==> config.mk <==
export PLATFORM = sky130hd
export DESIGN_NAME = thermal_alarm_status
export DESIGN_NICKNAME = d
export VERILOG_FILES = /design/src/rtl/tas_pkg.sv /design/src/rtl/thermal_alarm_status.sv
export VERILOG_INCLUDE_DIRS = /design/src /design/src/rtl
export SDC_FILE = /design/constraint.sdc
export NUM_CORES = 1
export LEC_CHECK = 0
export CAP_MARGIN = 10
export CORE_MARGIN = 3
export CORE_UTILIZATION = 40
export DETAILED_ROUTE_END_ITERATION = 8
export DONT_BUFFER_PORTS = 1
export MAX_ROUTING_LAYER = met4
export SLEW_MARGIN = 20
export SYNTH_ARGS = -nofsm -noshare
export SYNTH_HDL_FRONTEND = slang
export SYNTH_SLANG_ARGS = --single-unit
==> constraint.sdc <==
create_clock -name sys_clk -period 1.9 [get_ports sys_clk]
set_input_delay 0.38 -clock sys_clk [delete_from_list [all_inputs] [get_ports sys_clk]]
set_output_delay 0.38 -clock sys_clk [all_outputs]
set_load 0.005 [all_outputs]
==> src/rtl/tas_defs.svh <==
// Constants of the thermal alarm status block: register offsets, field
// positions, reset values and read answers.
// Assumes inclusion by bare name from the package and the design module.
`ifndef TAS_DEFS_SVH
`define TAS_DEFS_SVH

// Register offsets (command byte values).
`define TAS_OFS_COMMON_STATUS  8'h02
`define TAS_OFS_ALARM_ONE      8'h08
`define TAS_OFS_ALARM_TWO      8'h09
`define TAS_OFS_ALARM_THREE    8'h0A
`define TAS_OFS_MODEL_STATUS   8'h38

// Field positions inside the alarm status registers.
`define TAS_BIT_LOCAL          0
`define TAS_BIT_REMOTE_A       1
`define TAS_BIT_REMOTE_B       2

// Field positions of the summary flags in the common status register.
`define TAS_BIT_SUM_ONE        1
`define TAS_BIT_SUM_TWO        2
`define TAS_BIT_SUM_THREE      3

// Reset values and the answer to an unmapped command byte.
`define TAS_RST_STATUS         3'h0
`define TAS_RST_DATA           8'h00
`define TAS_UNMAPPED_DATA      8'h00

// Default width of readings, limits and hysteresis.
`define TAS_TEMP_W             11

`endif

==> src/rtl/tas_pkg.sv <==
// Types shared by the thermal alarm status block.
// Assumes tas_defs.svh is on the include path.
`include "tas_defs.svh"
`default_nettype none

package tas_pkg;

    // One flag per channel, in register bit order (remote B at bit 2).
    typedef struct packed {
        logic remoteB;
        logic remoteA;
        logic localChan;
    } tas_chan_t;

    // Read request from the serial bus front end.
    typedef struct packed {
        logic       strobe;
        logic [7:0] addr;
    } tas_rd_req_t;

endpackage

`default_nettype wire

==> src/rtl/thermal_alarm_status.sv <==
// Alarm status logic: three alarm status registers with hysteresis,
// alarm output gating by masks, summary flags and diode model flags.
// Assumes readings, limits, hysteresis and masks come from logic on the
// same clock, and that a serial bus front end issues command-byte reads.
`include "tas_defs.svh"
`timescale 1ns/10ps
`default_nettype none

// Function
// - First alarm output follows unmasked first status bits
// - Second alarm output follows unmasked second status bits
// - Third alarm output follows unmasked third status bits
// - First status register read-only, bits 7..3 zero
// - Second status register read-only, upper bits zero
// - Third status register read-only, upper bits zero
// - Remote bit sets when reading reaches its limit
// - Local bit sets when reading reaches its limit
// - Bit clears below limit minus shared hysteresis
// - Model status read-only, bits 2..1 only
// - Mismatch flag: compensation on with discrete transistor
// - Set mask bit blocks channel from output
// - Summary flag shows any bit set per register
module thermal_alarm_status
    import tas_pkg::*;
#(
    parameter int TEMP_W = `TAS_TEMP_W
) (
    // Clock and reset.
    input  wire logic              sys_clk,
    input  wire logic              rst_n,
    // Readings of the local, remote A and remote B channels.
    input  wire logic [TEMP_W-1:0] localReading,
    input  wire logic [TEMP_W-1:0] remoteAReading,
    input  wire logic [TEMP_W-1:0] remoteBReading,
    // Limits: one local limit for all alarms, one per remote channel per alarm, index 0..2 for alarms one..three.
    input  wire logic [TEMP_W-1:0] localLimit,
    input  wire logic [TEMP_W-1:0] remoteALimit [3],
    input  wire logic [TEMP_W-1:0] remoteBLimit [3],
    input  wire logic [TEMP_W-1:0] sharedHysteresis,
    // Channel masks per alarm; a set bit blocks the channel.
    input  wire tas_chan_t         alarmOneBlock,
    input  wire tas_chan_t         alarmTwoBlock,
    input  wire tas_chan_t         alarmThreeBlock,
    // Diode model state of the two remote channels.
    input  wire logic              remoteABetaComp,
    input  wire logic              remoteBBetaComp,
    input  wire logic              remoteADiscreteSeen,
    input  wire logic              remoteBDiscreteSeen,
    // Register read port.
    input  wire tas_rd_req_t       rdReq,
    output logic [7:0]             rdData,
    output logic                   rdValid,
    // Alarm outputs, active low.
    output logic                   alarmOutOneN,
    output logic                   alarmOutTwoN,
    output logic                   alarmOutThreeN,
    // Summary flags, one per alarm status register.
    output logic [2:0]             summaryFlags
);

    // Threshold tests on one reading against one limit.
    function automatic logic reachesLimit(
        input logic [TEMP_W-1:0] reading,
        input logic [TEMP_W-1:0] limit
    );
        reachesLimit = (reading >= limit);
    endfunction

    // One extra bit keeps reading plus hysteresis from wrapping, so a limit
    // smaller than the hysteresis never clears a bit by underflow.
    function automatic logic belowRelease(
        input logic [TEMP_W-1:0] reading,
        input logic [TEMP_W-1:0] limit,
        input logic [TEMP_W-1:0] hyst
    );
        belowRelease = ({1'b0, reading} + {1'b0, hyst}) < {1'b0, limit};
    endfunction

    // Next value of one status bit: set, clear or hold. The set and clear
    // tests never hold together, and a reading inside the band holds.
    function automatic logic nextFlag(
        input logic              cur,
        input logic [TEMP_W-1:0] reading,
        input logic [TEMP_W-1:0] limit,
        input logic [TEMP_W-1:0] hyst
    );
        if (reachesLimit(reading, limit)) begin
            nextFlag = 1'b1;
        end else if (belowRelease(reading, limit, hyst)) begin
            nextFlag = 1'b0;
        end else begin
            nextFlag = cur;
        end
    endfunction

    // Status flags and masks per alarm, index 0..2 for alarms one..three.
    tas_chan_t  alarmStatus_q [3];
    tas_chan_t  alarmStatus_d [3];
    tas_chan_t  alarmBlock    [3];
    logic [2:0] alarmActive;
    logic [1:0] modelMismatch_q;
    logic [1:0] modelMismatch_d;
    logic [7:0] rdData_q;
    logic [7:0] rdData_d;
    logic       rdValid_q;
    logic [7:0] alarmOneByte;
    logic [7:0] alarmTwoByte;
    logic [7:0] alarmThreeByte;
    logic [7:0] modelByte;
    logic [7:0] commonByte;
    // Hit wires of the read address decode.
    logic       hitCommon;
    logic       hitOne;
    logic       hitTwo;
    logic       hitThree;
    logic       hitModel;
    logic       hitNone;

    // Masks gathered into an array so the alarm loop can index them.
    assign alarmBlock[0] = alarmOneBlock;
    assign alarmBlock[1] = alarmTwoBlock;
    assign alarmBlock[2] = alarmThreeBlock;

    // Status bit updates for each alarm; the local limit is shared by all
    // three alarms while each remote channel has a limit per alarm.
    for (genvar a = 0; a < 3; a++) begin : gAlarm
        assign alarmStatus_d[a].localChan = nextFlag(alarmStatus_q[a].localChan,
            localReading, localLimit, sharedHysteresis);
        assign alarmStatus_d[a].remoteA = nextFlag(alarmStatus_q[a].remoteA,
            remoteAReading, remoteALimit[a],
            sharedHysteresis);
        assign alarmStatus_d[a].remoteB = nextFlag(alarmStatus_q[a].remoteB,
            remoteBReading, remoteBLimit[a],
            sharedHysteresis);
        // An alarm is active while any unblocked status bit is set.
        assign alarmActive[a] =
            |(alarmStatus_q[a] & ~alarmBlock[a]);
        assign summaryFlags[a] = |alarmStatus_q[a];
    end

    // Status registers hold their flags across cycles. Masks never reach
    // them, so a blocked channel still shows its status and its summary.
    always_ff @(posedge sys_clk or negedge rst_n) begin
        if (!rst_n) begin
            for (int i = 0; i < 3; i++) begin
                alarmStatus_q[i] <= `TAS_RST_STATUS;
            end
        end else begin
            for (int i = 0; i < 3; i++) begin
                alarmStatus_q[i] <= alarmStatus_d[i];
            end
        end
    end

    // Alarm pins drive low while their alarm is active. They are
    // combinational, so a mask change acts in the same cycle.
    assign alarmOutOneN   = ~alarmActive[0];
    assign alarmOutTwoN   = ~alarmActive[1];
    assign alarmOutThreeN = ~alarmActive[2];

    // Model mismatch: compensation enabled while a discrete part is seen.
    // The flags are registered so a read sees a value settled at an edge.
    assign modelMismatch_d = {remoteBBetaComp & remoteBDiscreteSeen,
                              remoteABetaComp & remoteADiscreteSeen};

    always_ff @(posedge sys_clk or negedge rst_n) begin
        if (!rst_n) begin
            modelMismatch_q <= 2'b00;
        end else begin
            modelMismatch_q <= modelMismatch_d;
        end
    end

    // Register images; unused bits read as zero. Bit 0 of the common
    // register belongs to the fault register outside this block.
    assign alarmOneByte   = {5'b0_0000, alarmStatus_q[0]};
    assign alarmTwoByte   = {5'b0_0000, alarmStatus_q[1]};
    assign alarmThreeByte = {5'b0_0000, alarmStatus_q[2]};
    assign modelByte      = {5'b0_0000, modelMismatch_q, 1'b0};
    assign commonByte     = {4'h0, summaryFlags, 1'b0};

    // Read address decode, one hit wire per mapped register.
    assign hitCommon = (rdReq.addr == `TAS_OFS_COMMON_STATUS);
    assign hitOne    = (rdReq.addr == `TAS_OFS_ALARM_ONE);
    assign hitTwo    = (rdReq.addr == `TAS_OFS_ALARM_TWO);
    assign hitThree  = (rdReq.addr == `TAS_OFS_ALARM_THREE);
    assign hitModel  = (rdReq.addr == `TAS_OFS_MODEL_STATUS);
    assign hitNone   = ~(hitCommon | hitOne | hitTwo | hitThree | hitModel);

    // Read data selection; writes do not exist on this port, so all
    // registers stay read-only and an unmapped byte reads a fixed answer.
    assign rdData_d = ({8{hitCommon}} & commonByte)
                    | ({8{hitOne}} & alarmOneByte)
                    | ({8{hitTwo}} & alarmTwoByte)
                    | ({8{hitThree}} & alarmThreeByte)
                    | ({8{hitModel}} & modelByte)
                    | ({8{hitNone}} & `TAS_UNMAPPED_DATA);

    // Read data is captured on the strobe and held until the next read.
    // Every strobe answers, so the host never waits on a legal byte.
    always_ff @(posedge sys_clk or negedge rst_n) begin
        if (!rst_n) begin
            rdData_q  <= `TAS_RST_DATA;
            rdValid_q <= 1'b0;
        end else begin
            rdValid_q <= rdReq.strobe;
            if (rdReq.strobe) begin
                rdData_q <= rdData_d;
            end
        end
    end

    assign rdData  = rdData_q;
    assign rdValid = rdValid_q;

endmodule

`default_nettype wire

# --- Word level (Yosys, flattened, before mapping) ---
# Index checks and enable logic that the tools add are counted.
totals:
  register_bits: 18
  output_inout_bits: 15
classes:
  bitwise: 20
  n_reduce_logical: 13
  mux: 14
  n_addsub: 3
  n_eq_ne: 5
  magnitude_cmp: 14
ops:
  columns: ["operator", "n"]
  rows:
  - ["$lt A12 B11 Y1", 7]
  - ["$ge A11 B11 Y1", 7]
  - ["$add A11 B11 Y12", 3]
  - ["$and A8 B3 Y8", 4]
  - ["$or A8 B8 Y8", 4]
  - ["$eq A8 B4 Y1 const B", 3]
  - ["$reduce_or A3 Y1", 6]
  - ["$mux W1", 14]
  - ["$reduce_bool A2 Y1", 7]
  - ["$and A3 B3 Y3", 3]
  - ["$not A3 Y3", 3]
  - ["$and A8 B4 Y8", 1]
  - ["$eq A8 B2 Y1 const B", 1]
  - ["$eq A8 B6 Y1 const B", 1]
  - ["$not A1 Y1", 3]
  - ["$and A1 B1 Y1", 2]

# --- Logic depth before layout (Yosys ltp) ---
logic_depth:
  depth_word: 6
  ltp_mapped: 15

# --- Worst setup path after synthesis ---
# No wires, ideal clock.
synth_path:
  path_kind: "input to register"
  start: "in localReading[0]"
  end: "reg alarmStatus_q[0] in the netlist's numbering"
  stages: 14
  path_slack_ps: -1622
  arrival_ps: 3390
  required_time_ps: 1767
  path_cell_list: "ha_1 -> fa_1 -> a21o_1 -> a211oi_1 -> nor2_1 -> o41ai_4 -> or4b_1 -> o211ai_1 -> ha_1 -> nor2b_1 -> a2111oi_0 -> o21ai_0 -> a211oi_1 -> nand4_1"
synth_between:
  elab_chain_cells: 3
  elab_cells_between_ends: 5
synth_rtl:
  columns: ["element", "line", "rtl"]
  rows:
  - ["start, declared", "thermal_alarm_status.sv:32", "input wire logic [TEMP_W-1:0] localReading,"]
  - ["$add A11 B11 Y12", "thermal_alarm_status.sv:76", "belowRelease = ({1'b0, reading} + {1'b0, hyst}) < {1'b0, limit};"]
  - ["$lt A12 B11 Y1", "thermal_alarm_status.sv:76", null]
  - ["$reduce_bool A2 Y1 (no source line)", null, null]
  - ["end signal, assigned by index", "thermal_alarm_status.sv:146", "alarmStatus_q[i] <= `TAS_RST_STATUS;"]
  - ["end signal, assigned by index", "thermal_alarm_status.sv:150", "alarmStatus_q[i] <= alarmStatus_d[i];"]
  - ["end, declared", "thermal_alarm_status.sv:97", "tas_chan_t alarmStatus_q [3];"]
# Parallel ways exist; a longest one is shown, timed or not.
# A chain may end at the register's enable or synchronous reset.

# --- Final worst setup path ---
# Ends and elaborated chain as after synthesis.

==> flow_summary.ini <==
[sta]
worst_clock_skew_ns = 0.005652
maxSlewHeadroom = 0.4762
rsz0062_at_grt = true
final-max-slew-violation-count = 0
finalSetupViolations = 7
tightest_slew_ns = 0.7830
finalCriticalPeriod_ns = 3.209
hold_slack_ns = 0.1680
layout_setup_ws_ns = -1.309
fmax_mhz = 311.6
finalHoldViolCount = 0
timing.final.crit_share = 1.689

[synthesis]
synth.avg_cell_area_um2 = 8.083
synth_edf_count = 0
ys_ff_latch = 14
synth_cell_types = 53
seq_area_frac_synth = 0.06607
async_reset_ff_frac = 1.000
syn_area_um2 = 5303
synth_ff_type = dfrtp_1
yosysWarnings = 0
synthCells = 656

[clock_network]
insertion_delay_ns = 0.24
clk_pin_slew_ns = 0.05
cts.htree.levels = 1
cts_tree = yes
root_buffer = clkbuf_16
cts_buffer_depth = 2
cts.sinks = 14
numCtsBuffers = 3

[run]
cap_violations = 0

[place]
io_buffers = 0
dpl.hpwl_um = 14210
gp_congestion = 0.9019
dp_slack_ns = -1.679

[detailed_routing]
ant_nets = 0
num_vias = 5221
wirelength_um = 15980
avgViaCountPerCell = 5.657
firstDrtPassIters = 4
post_drt_wl_per_cell_um = 17.31
drc = 0
dr.first_iter.drc_count = 177

[global_route]
grt_overflow = 0
grt_pass1_wl_um = 24920
grt_pass1_vias = 5345
grt_use_total = 0.2134
grt_start_max_net_pins = 15
antenna_found_initial = 0

[status]
violations = negative setup slack
status = complete, but fails checks

[cells_and_area]
area_growth_pct = 27.18
final_nets = 1080
antennaDiodeCount = 0
final_cell_mix = 165 x ha_1, 93 x inv_1, 92 x buf_4
final_common_cell = ha_1
multi_input_area_um2 = 5029
drive_above_1_share = 0.2170
n_fill_cell = 1181
seqCellArea_um2 = 350.3

[floorplan]
core-area_um2 = 12770
fp-row-count = 41
fp.dieArea_um2 = 14670
die_h_um = 121.1
die_x_um = 121.1
ios = 160
start_util = 0.4151

[worst_setup_path]
crit_path_end_kind = flip-flop
critPathBufInv = 1
crit_required_ns = 2.02
path_class = input pin to flip-flop
arrival_ns = 3.32
path_cells = ha_4 -> fa_2 -> a21o_1 -> a211oi_2 -> nor2_2 -> o41ai_4 -> or4b_1 -> o211ai_1 -> ha_1 -> nand4_1 -> inv_1 -> a221oi_1 -> o21ai_1 -> a211oi_2 -> nand4_1
start_kind = input pin
slowest_stage = or4b_1
cpLargestDelayFamily = compound AO/OA/AOI/OAI gates
cp_slowest_stage_delay_ns = 0.45
worstPathMaxFanout = 2

[power_and_ir_drop]
power_density_nw_per_um2 = 482.6
vdd_drop_max_mv = 0.2466
leakagePower_nw = 3.391

[hold_path]
hold_class = input pin to flip-flop
## per-layer routing
layer	share of wire	GRT usage	wire [µm]
met3	0.049	0.03310	778
met5	0	-	0
met2	0.49	0.3793	7817
met1	0.44	0.2573	7056
met4	0.020	0.04202	325
## Yosys cell counts, types with 13 or more instances
master	instances	area (µm²)
a21o_1	15	112.6
a21oi_1	55	275.3
dfrtp_1	14	350.3
ha_1	180	2252
inv_1	93	349.1
nand2_1	20	75.07
nand2b_1	13	81.33
nand3_1	16	80.08
nand4_1	15	93.84
nor2_1	32	120.1
o21ai_0	38	190.2
xnor2_1	16	140.1
## state kept, by name, indices dropped and copies added (netlist names)
name / flops
alarmStatus_q: 5
rdData: 4
alarmOneByte: 2
modelMismatch_q: 2
rdValid: 1
## worst register-to-register path: cells and delay by family, from the launching register on
kind,cells,cell delay (ns)
DFF,1,0.53
and+or+nand+nor,2,0.62
AOI/OAI and AO/OA,2,0.37
## what timing repair did
action                                  in CTS  in global routing
endpoints found under the hold margin       14                  0
buffers inserted                             6                  3
endpoints found under the setup margin       7                  7
hold buffers                                 1                  0
pin swaps                                   43                 25
resized for setup                           43                 19
## power by group
group	leakage [nW]	switching (mW)	internal (mW)
registers	0.167	0.0908	0.349
clock network	0.0442	0.129	0.319
logic	3.18	1.16	1.21
total	3.39	1.38	1.88
## per-stage QoR
step	power, mW	util	cells	TNS [ns]	area, µm²
finish	3.254	0.5280	923	-5.908	6744
global route	3.582	0.5280	923	-6.972	6744
CTS	3.152	0.5168	920	-5.958	6601
detailed placement	2.502	0.4870	910	-9.001	6221
global placement	2.416	0.4870	910	-8.522	6221
floorplan	1.793	-	659	-7.046	5405
## final timing paths
check | start | to | slack (ns) | cells past startpoint
worst max-delay path | localReading[0] | alarmStatus_q[0] | -1.31 | 15
min in group asynchronous | rst_n | alarmOneByte[1] | 0.66 | 1
worst min-delay path | rdReq[8] | rdValid | 0.17 | 0
max in group asynchronous | rst_n | alarmStatus_q[5] | 0.74 | 1
worst max register to register | alarmStatus_q[0] | rdData[2] | 0.24 | 4
worst min register to register | rdData[0] | rdData[0] | 0.56 | 2
## cell type report
| class | count | share of cell area |
|---|---|---|
| Clock buffer | 4 | 0.01317 |
| Tap cell | 172 | 0.03191 |
| Sequential cell | 14 | 0.05195 |
| Multi-Input combinational cell | 546 | 0.7456 |
| Timing Repair Buffer | 94 | 0.1056 |
| Inverter | 93 | 0.05176 |
## logic make-up after synthesis
kind of cell / synth area share
compound gates: 0.2400
fa+ha+maj: 0.4361
simple gates: 0.1392
buf+inv: 0.07291
xor+xnor: 0.04129
flops: 0.06607
mux: 0.003776
other cells: 0.0007072
(Power assumes the default switching activity.)
